$ cat src/irq_flag_pkg.sv
// Constants shared by the peripheral interrupt flag block.
// Assumes a 32-bit Avalon-MM register bus with byte addressing.
package irq_flag_pkg;

   // Register byte offsets
   localparam logic [3:0] flags_ofs = 4'h0;
   localparam logic [3:0] mask_ofs = 4'h4;
   localparam logic [3:0] pending_ofs = 4'h8;

   // Flag positions in the flag register
   localparam int par_bit = 7;
   localparam int adc_bit = 6;
   localparam int rx_bit = 5;
   localparam int tx_bit = 4;
   localparam int sync_bit = 3;
   localparam int ccp_bit = 2;
   localparam int period_bit = 1;
   localparam int ovf_bit = 0;

   // Reset values
   localparam logic [7:0] flags_rst = 8'h00;
   localparam logic [7:0] mask_rst = 8'h00;

   // Timer A wraps after this count
   localparam logic [15:0] timer_a_max = 16'hffff;

   // Capture/compare channel 1 operating mode
   typedef enum logic [1:0] {
      ccp_off = 2'b00,
      ccp_capture = 2'b01,
      ccp_compare = 2'b10,
      ccp_pwm = 2'b11
   } capcomp_mode_type;

endpackage : irq_flag_pkg

$ cat src/periph_irq_flags.sv
// Peripheral interrupt flag register with mask and one interrupt line.
// Assumes peripheral event inputs are one-cycle pulses on ref_clk,
// buffer states are levels, and software uses Avalon-MM.
//
// Operation
// Bit 7 sets on each completed parallel slave port access and stays.
// Bit 6 sets when a conversion finishes; zero means none completed.
// Bit 5 reads one while the receive buffer holds data, else zero.
// Bit 4 reads one while the transmit buffer is empty, else zero.
// Bit 3 sets on an SPI or I2C slave transfer; software clears it.
// As I2C master, bit 3 also sets on transfer and own bus sequences.
// As I2C master, bit 3 sets on a bus START or STOP while port idle.
// In capture mode, bit 2 sets on each timer A capture and stays.
// In compare mode, bit 2 sets on a match; PWM mode leaves it unused.
// Bit 1 sets when timer B count equals its period and stays.
// Bit 0 sets when the 16-bit timer A count overflows and stays.
// Flags set regardless of any individual or global enable.
// Software clears a flag before enabling its interrupt.
// An event in the same cycle as its clear still sets the flag.
//
// Implementation choices: the Avalon-MM register port and the placing of the registers.
`timescale 1ns/1ps
module periph_irq_flags #(
   parameter int addr_w = 4
) (
   // Clock and reset
   input wire logic ref_clk,
   input wire logic rst,

   // Avalon-MM slave
   input wire logic [addr_w-1:0] address,
   input wire logic read,
   input wire logic write,
   input wire logic [31:0] writedata,
   input wire logic [3:0] byteenable,
   output logic [31:0] readdata,
   output logic waitrequest,

   // Parallel slave port and converter
   input wire logic parallel_access_done,
   input wire logic conversion_done,

   // Serial port buffer states
   input wire logic rx_buffer_full,
   input wire logic tx_buffer_empty,

   // Synchronous serial port events
   input wire logic spi_xfer_done,
   input wire logic i2c_slave_xfer_done,
   input wire logic i2c_master_mode,
   input wire logic i2c_master_xfer_done,
   input wire logic i2c_start_done,
   input wire logic i2c_stop_done,
   input wire logic i2c_restart_done,
   input wire logic i2c_ack_done,
   input wire logic bus_start_seen,
   input wire logic bus_stop_seen,
   input wire logic sync_serial_idle,

   // Capture/compare channel 1
   input wire logic [1:0] capcomp_mode,
   input wire logic capture_event,
   input wire logic compare_match,

   // Timers
   input wire logic [15:0] timer_a_count,
   input wire logic timer_b_tick,
   input wire logic [7:0] timer_b_count,
   input wire logic [7:0] timer_b_period,

   // Interrupt
   output logic irq
);

   // Sticky bank order, high to low
   localparam int sticky_w = 6;
   localparam int s_par = 5;
   localparam int s_adc = 4;
   localparam int s_sync = 3;
   localparam int s_ccp = 2;
   localparam int s_period = 1;
   localparam int s_ovf = 0;

   logic wr_en;
   logic [addr_w-1:0] reg_addr;
   logic [7:0] wr_data;
   logic [7:0] rd_data;

   logic [sticky_w-1:0] sticky_set;
   logic [sticky_w-1:0] sticky_clr;
   logic [sticky_w-1:0] sticky_ff;

   logic [7:0] mask_ff;
   logic rx_level_ff;
   logic tx_level_ff;
   logic [15:0] timer_a_prev_ff;
   logic timer_a_valid_ff;
   logic irq_ff;

   logic [7:0] peripheral_irq_flags_1;
   logic [7:0] pending;
   logic sync_event;
   logic ccp_event;
   logic period_event;
   logic ovf_event;
   logic flags_wr_hit;
   logic mask_wr_hit;
   irq_flag_pkg::capcomp_mode_type ccp_mode;

   // Compare a bus address with a register offset
   function automatic logic reg_hit(
      input logic [addr_w-1:0] addr,
      input logic [3:0] ofs
   );
      reg_hit = (addr == addr_w'(ofs));
   endfunction : reg_hit

   avmm_reg_slave #(
      .addr_w(addr_w)
   ) u_slave (
      .ref_clk(ref_clk),
      .rst(rst),
      .address(address),
      .read(read),
      .write(write),
      .writedata(writedata),
      .byteenable(byteenable),
      .readdata(readdata),
      .waitrequest(waitrequest),
      .wr_en(wr_en),
      .reg_addr(reg_addr),
      .wr_data(wr_data),
      .rd_data(rd_data)
   );

   assign ccp_mode = irq_flag_pkg::capcomp_mode_type'(capcomp_mode);

   // Write strobes, one per writable register
   assign flags_wr_hit = wr_en & reg_hit(reg_addr, irq_flag_pkg::flags_ofs);
   assign mask_wr_hit = wr_en & reg_hit(reg_addr, irq_flag_pkg::mask_ofs);

   // Synchronous serial port sources merge into one flag;
   // several may pulse together, only one set results
   always_comb begin
      sync_event = 1'b0;
      // SPI or slave transfer
      if (spi_xfer_done | i2c_slave_xfer_done) begin
         sync_event = 1'b1;
      end
      // master sequences complete
      if (i2c_master_mode & (i2c_master_xfer_done | i2c_start_done |
            i2c_stop_done | i2c_restart_done | i2c_ack_done)) begin
         sync_event = 1'b1;
      end
      // foreign START or STOP
      if (i2c_master_mode & sync_serial_idle &
            (bus_start_seen | bus_stop_seen)) begin
         sync_event = 1'b1;
      end
   end

   // Capture/compare source depends on channel mode
   always_comb begin
      case (ccp_mode)
         // capture sets flag
         irq_flag_pkg::ccp_capture: begin
            ccp_event = capture_event;
         end
         // compare match sets flag
         irq_flag_pkg::ccp_compare: begin
            ccp_event = compare_match;
         end
         // PWM leaves it unused
         irq_flag_pkg::ccp_pwm: begin
            ccp_event = 1'b0;
         end
         // Channel off has no source
         irq_flag_pkg::ccp_off: begin
            ccp_event = 1'b0;
         end
         default: begin
            ccp_event = 1'b0;
         end
      endcase
   end

   // count meets period
   assign period_event = timer_b_tick & (timer_b_count == timer_b_period);

   // wrap from all ones to zero
   assign ovf_event = timer_a_valid_ff &
      (timer_a_prev_ff == irq_flag_pkg::timer_a_max) &
      (timer_a_count == 16'h0000);

   // Previous timer A value for wrap detection
   always_ff @(posedge ref_clk) begin
      if (rst) begin
         timer_a_prev_ff <= 16'h0000;
         timer_a_valid_ff <= 1'b0;
      end else begin
         timer_a_prev_ff <= timer_a_count;
         timer_a_valid_ff <= 1'b1;
      end
   end

   // enables never gate setting
   always_comb begin
      sticky_set = '0;
      // port access sets
      sticky_set[s_par] = parallel_access_done;
      // conversion done sets
      sticky_set[s_adc] = conversion_done;
      sticky_set[s_sync] = sync_event;
      sticky_set[s_ccp] = ccp_event;
      sticky_set[s_period] = period_event;
      sticky_set[s_ovf] = ovf_event;
   end

   // Write one to clear; bits 5 and 4 are not sticky
   always_comb begin
      sticky_clr = '0;
      // Zeros in the write leave their flags alone
      if (flags_wr_hit) begin
         sticky_clr[s_par] = wr_data[irq_flag_pkg::par_bit];
         sticky_clr[s_adc] = wr_data[irq_flag_pkg::adc_bit];
         // software clears
         sticky_clr[s_sync] = wr_data[irq_flag_pkg::sync_bit];
         sticky_clr[s_ccp] = wr_data[irq_flag_pkg::ccp_bit];
         sticky_clr[s_period] = wr_data[irq_flag_pkg::period_bit];
         sticky_clr[s_ovf] = wr_data[irq_flag_pkg::ovf_bit];
      end
   end

   // set wins inside bank
   sticky_flag_bank #(
      .width(sticky_w)
   ) u_flags (
      .ref_clk(ref_clk),
      .rst(rst),
      .set_in(sticky_set),
      .clr_in(sticky_clr),
      .flags_ff(sticky_ff)
   );

   // Buffer levels follow the serial port, one cycle late
   always_ff @(posedge ref_clk) begin
      if (rst) begin
         rx_level_ff <= irq_flag_pkg::flags_rst[irq_flag_pkg::rx_bit];
         tx_level_ff <= irq_flag_pkg::flags_rst[irq_flag_pkg::tx_bit];
      end else begin
         // receive buffer full
         rx_level_ff <= rx_buffer_full;
         // transmit buffer empty
         tx_level_ff <= tx_buffer_empty;
      end
   end

   // Assemble the visible flag register
   always_comb begin
      peripheral_irq_flags_1 = 8'h00;
      peripheral_irq_flags_1[irq_flag_pkg::par_bit] = sticky_ff[s_par];
      peripheral_irq_flags_1[irq_flag_pkg::adc_bit] = sticky_ff[s_adc];
      peripheral_irq_flags_1[irq_flag_pkg::rx_bit] = rx_level_ff;
      peripheral_irq_flags_1[irq_flag_pkg::tx_bit] = tx_level_ff;
      peripheral_irq_flags_1[irq_flag_pkg::sync_bit] = sticky_ff[s_sync];
      peripheral_irq_flags_1[irq_flag_pkg::ccp_bit] = sticky_ff[s_ccp];
      peripheral_irq_flags_1[irq_flag_pkg::period_bit] = sticky_ff[s_period];
      peripheral_irq_flags_1[irq_flag_pkg::ovf_bit] = sticky_ff[s_ovf];
   end

   // Interrupt mask
   always_ff @(posedge ref_clk) begin
      if (rst) begin
         mask_ff <= irq_flag_pkg::mask_rst;
      end else if (mask_wr_hit) begin
         mask_ff <= wr_data;
      end
   end

   // Stale flags fire as soon as the mask opens;
   // software must clear them before unmasking
   assign pending = peripheral_irq_flags_1 & mask_ff;

   // Registered level interrupt; levels of bits 5 and 4 pass too
   always_ff @(posedge ref_clk) begin
      if (rst) begin
         irq_ff <= 1'b0;
      end else begin
         irq_ff <= |pending;
      end
   end

   assign irq = irq_ff;

   // Read mux; unmapped offsets read zero
   always_comb begin
      rd_data = 8'h00;
      if (reg_hit(reg_addr, irq_flag_pkg::flags_ofs)) begin
         rd_data = peripheral_irq_flags_1;
      end else if (reg_hit(reg_addr, irq_flag_pkg::mask_ofs)) begin
         rd_data = mask_ff;
      end else if (reg_hit(reg_addr, irq_flag_pkg::pending_ofs)) begin
         rd_data = pending;
      end
   end

endmodule : periph_irq_flags

$ cat src/sticky_flag_bank.sv
// Bank of sticky flags: hardware sets, software clears by writing one.
// Assumes set and clear are one-cycle strobes on ref_clk.
`timescale 1ns/1ps
module sticky_flag_bank #(
   parameter int width = 6
) (
   // Clock and reset
   input wire logic ref_clk,
   input wire logic rst,
   // Set and clear strobes
   input wire logic [width-1:0] set_in,
   input wire logic [width-1:0] clr_in,
   // Flag state
   output logic [width-1:0] flags_ff
);

   logic [width-1:0] nxt_flags;

   // set beats clear
   always_comb begin
      nxt_flags = (flags_ff & ~clr_in) | set_in;
   end

   always_ff @(posedge ref_clk) begin
      if (rst) begin
         flags_ff <= '0;
      end else begin
         flags_ff <= nxt_flags;
      end
   end

endmodule : sticky_flag_bank

$ cat src/avmm_reg_slave.sv
// Avalon-MM slave front end with one wait state per access.
// Assumes the master holds its request until waitrequest is low.
`timescale 1ns/1ps
module avmm_reg_slave #(
   parameter int addr_w = 4
) (
   // Clock and reset
   input wire logic ref_clk,
   input wire logic rst,
   // Avalon-MM slave
   input wire logic [addr_w-1:0] address,
   input wire logic read,
   input wire logic write,
   input wire logic [31:0] writedata,
   input wire logic [3:0] byteenable,
   output logic [31:0] readdata,
   output logic waitrequest,
   // Register file side
   output logic wr_en,
   output logic [addr_w-1:0] reg_addr,
   output logic [7:0] wr_data,
   input wire logic [7:0] rd_data
);

   logic ack_ff;

   // Answer one cycle after the request appears
   assign waitrequest = (read | write) & ~ack_ff;
   // Only byte lane 0 carries register bits
   assign wr_en = write & ack_ff & byteenable[0];
   assign reg_addr = address;
   assign wr_data = writedata[7:0];

   always_ff @(posedge ref_clk) begin
      if (rst) begin
         ack_ff <= 1'b0;
      end else begin
         ack_ff <= (read | write) & ~ack_ff;
      end
   end

   always_ff @(posedge ref_clk) begin
      if (rst) begin
         readdata <= 32'h00000000;
      end else if (read & ~ack_ff) begin
         readdata <= {24'h000000, rd_data};
      end
   end

endmodule : avmm_reg_slave

$ cat config.mk
export PLATFORM = sky130hd
export DESIGN_NAME = periph_irq_flags
export DESIGN_NICKNAME = d
export VERILOG_FILES = /design/src/irq_flag_pkg.sv /design/src/periph_irq_flags.sv /design/src/sticky_flag_bank.sv /design/src/avmm_reg_slave.sv
export SDC_FILE = /design/constraint.sdc
export NUM_CORES = 1
export LEC_CHECK = 0
export BUFFER_PORTS_ARGS = -buffer_cell sky130_fd_sc_hd__buf_4
export CORE_UTILIZATION = 45
export CTS_BUF_LIST = sky130_fd_sc_hd__clkbuf_2
export DETAILED_ROUTE_END_ITERATION = 8
export PLACE_DENSITY_LB_ADDON = 0.08
export SKIP_LAST_GASP = 1
export SYNTH_ARGS = -nofsm -noshare
export SYNTH_HDL_FRONTEND = slang
export SYNTH_SLANG_ARGS = --single-unit
$ cat constraint.sdc
create_clock -name ref_clk -period 3.4 [get_ports ref_clk]
set_input_delay 0.17 -clock ref_clk [delete_from_list [all_inputs] [get_ports ref_clk]]
set_output_delay 0.17 -clock ref_clk [all_outputs]
set_load 0.1 [all_outputs]
==> results.json <==
{
  "antenna_found_initial": 0,
  "cp_num_buf_inv": 0,
  "insertion_delay_ns": 0.40,
  "grt.total_usage_pct": 20.75,
  "synth-async-reset-ratio_pct": 0,
  "synth_flop_cell": "dfxtp_1",
  "synthesis.area_sq_um": 1984,
  "p_int_w": 0.0006611,
  "fill_cells": 349,
  "critPathCaptureType": "flip-flop",
  "yosysTopAreaCellShare_pct": 43.38,
  "numCtsBuffers": 5,
  "slew_viol_final": 0,
  "worstMarginPinSlew_ns": 0.6788,
  "ys_ff_latch": 43,
  "status": "finished, final reports clean",
  "cts_tree": "built",
  "synth_top_cell_by_area": "dfxtp_1",
  "seq_area_frac_synth_pct": 43.38,
  "drive_above_1_share_pct": 27.38,
  "slowest_stage": "nand4b_1",
  "synth_cell_types": 37,
  "gp_congestion": 0.7104,
  "drt_iter0_markers": 75,
  "tns_ns": 0,
  "postSynthAreaPerCell_sq_um": 8.939,
  "p_comb_share_pct": 27.0,
  "die_y_um": 68.41,
  "overflow": 0,
  "seq_power_share_pct": 52.6,
  "synth_edf_count": 0,
  "grt_pass1_vias": 1575,
  "p_leak_nw": 1.249,
  "finalSetupViolCount": 0,
  "coreArea_sq_um": 4115,
  "die_w_um": 68.41,
  "clock_path_buffers": 2,
  "critPathKind": "flip-flop to flip-flop",
  "htreeDepth": 2,
  "powerDensity_nw_per_um2": 359.0,
  "clock_sinks": 43,
  "crit_family": "simple AND/OR/NAND/NOR gates",
  "wl_um": 4602,
  "core.rowCount": 23,
  "synthCells": 222,
  "fmax_ghz": 0.5791,
  "peakVddDrop_mv": 0.2378,
  "path_cells": "and4bb_2 > nand4b_1 > mux2i_1 > nor2_1",
  "hold_path_class": "input port to flip-flop",
  "cts-resized-gates": 0,
  "synthTopCellsByArea": "dfxtp_1, buf_4, nor2b_1",
  "grt_pass1_wl_um": 7024,
  "start_util_pct": 48.22,
  "utilization_pct": 68.23,
  "rsz0062_at_grt": "no",
  "cap_violations": 0,
  "hold_viol": 0,
  "port_buffers": 78,
  "fin_skew_ns": 0.009385,
  "p_sw_share_pct": 34.40,
  "antennaDiodeCount": 0,
  "via_per_inst": 4.712,
  "fin_crit_sh_pct": 50.79,
  "grt_max_degree": 43,
  "io_pins": 130,
  "max_slew_margin_pct": 54.58,
  "dpl.hpwl_um": 3099,
  "synthTopCellsByCount": "dfxtp_1, buf_4, nor2b_1",
  "drc": 0,
  "timing.final.crit_period_ns": 1.727,
  "die_area_sq_um": 4679,
  "fin_nets": 420,
  "area_delta_synth_final_pct": 41.49,
  "arrival_ns": 2.03,
  "cp.required_ns": 3.70,
  "startpoint_type": "flip-flop",
  "clkPwrFrac_pct": 20.4,
  "p_sw_w": 0.0003468,
  "detail_route.first_pass.iterations": 4,
  "ant_nets": 0,
  "root_buffer": "clkbuf_2",
  "critPathMaxStageDelay_ns": 0.51,
  "yosysWarnings": 0,
  "vias": 1767,
  "wl_per_cell_um": 12.27,
  "cp_max_fo": 8,
  "clkSlewWorstSetupHoldPaths_ns": 0.20,
  "synth_most_common_cell": "dfxtp_1"
}
-- state kept, by name (all words and copies together) (netlist names) --
signal / cells
u_slave.ack_ff: 1
u_slave.readdata: 8
mask_ff: 8
timer_a_prev_ff: 16
irq: 1
rx_level_ff: 1
tx_level_ff: 1
u_flags.flags_ff: 6
timer_a_valid_ff: 1
-- worst paths after layout --
| path | slack, ns | cells after the start | to | from |
|---|---|---|---|---|
| setup reg to reg | 1.67 | 4 | mask_ff[0]$_SDFFE_PP0P_ | u_slave.ack_ff$_SDFF_PP0_ |
| hold reg to reg | 0.47 | 2 | u_slave.readdata[1]$_SDFFE_PP0P_ | u_slave.readdata[1]$_SDFFE_PP0P_ |
| setup / recovery | 1.67 | 4 | mask_ff[0]$_SDFFE_PP0P_ | u_slave.ack_ff$_SDFF_PP0_ |
| hold / removal | 0.002 | 3 | mask_ff[1]$_SDFFE_PP0P_ | writedata[1] |
-- power by group through the flow --
stage               sequential (W)  combinational [W]  clock [W]
floorplan                 0.000541           0.000189          0
global placement          0.000540           0.000245          0
detailed placement        0.000540           0.000246          0
global route              0.000532           0.000289   0.000233
CTS                       0.000530           0.000268   0.000213
finish                    0.000530           0.000272   0.000205
-- placed cells by master (no fill, tap or decap), types with 2 or more instances in the layout --
cell type and instances:
nor2_1 15, clkinv_1 2, dlygate4sd3_1 26, a21oi_1 9
nand4b_1 2, clkbuf_2 5, xor2_1 4, o21ai_1 10
inv_1 3, o21ai_0 2, and2_1 7, a22oi_1 4
a21boi_1 7, dfxtp_1 43, xnor2_1 4, nand3_1 3
buf_4 78, conb_1 24, nand2b_1 10, nand2_1 11
a311oi_1 2, nor2b_1 17, mux2i_1 8, nor3_1 2
nand4_1 8, nor4_1 6
-- layout make-up --
class                      instances  area (sq um)  area share, %
multi-input combinational        166         983.4          35.03
sequential                        43         860.8          30.66
timing repair buffer             104         845.8          30.12
tap                               50         62.56          2.228
clock buffer                       5         25.02         0.8913
clock inverter                     3         15.01         0.5348
inverter                           4         15.01         0.5348
-- stage by stage --
| stage | total power, W | worst slack [ns] | area, sq um | hold slack, ns | instances |
|---|---|---|---|---|---|
| finish | 0.001008 | 1.673 | 2808 | 0.001992 | 375 |
| global route | 0.001054 | 1.498 | 2808 | 0.001152 | 375 |
| CTS | 0.001012 | 1.642 | 2788 | 0.001857 | 373 |
| detailed placement | 0.0007867 | 1.701 | 2507 | 0.3817 | 341 |
| floorplan | 0.0007302 | 1.659 | 2071 | 0.2463 | 245 |
| global placement | 0.0007848 | 1.719 | 2507 | 0.3765 | 341 |
-- tightest hold or removal path: cells and delay by family --
family	cells	cell delay [ns]
buf+inv	1	0.09
mux	1	0.05
simple gates	1	0.07
-- what timing repair did --
| action | in CTS | in global routing |
|---|---|---|
| setup buffers | 0 | 0 |
| setup endpoints to repair | 0 | 0 |
| hold endpoints to repair | 26 | 2 |
| hold buffers | 24 | 2 |
-- routing by layer --
layer / up-vias / wire, um / share of wire, % / track usage [%]
li1: 916 / - / - / -
met3: 9 / 230 / 5.0 / 4.667
met1: 786 / 1888 / 41 / 23.91
met4: 0 / 73 / 1.6 / 8.594
met5: - / 0 / 0 / 0
met2: 56 / 2409 / 52 / 36.52
-- cells by family (layout without fill, tap and decap cells) --
kind of cell / after synthesis / in the layout / synth area share, %
compound gates: 39 / 39 / 12.61
xor+xnor: 8 / 8 / 3.531
buf+inv: 36 / 116 / 11.41
flops: 43 / 43 / 43.38
mux: 8 / 8 / 4.035
other cells: 1 / 24 / 0.1890
simple gates: 87 / 87 / 24.84
Note: power is estimated with default switching activity, not from simulation.
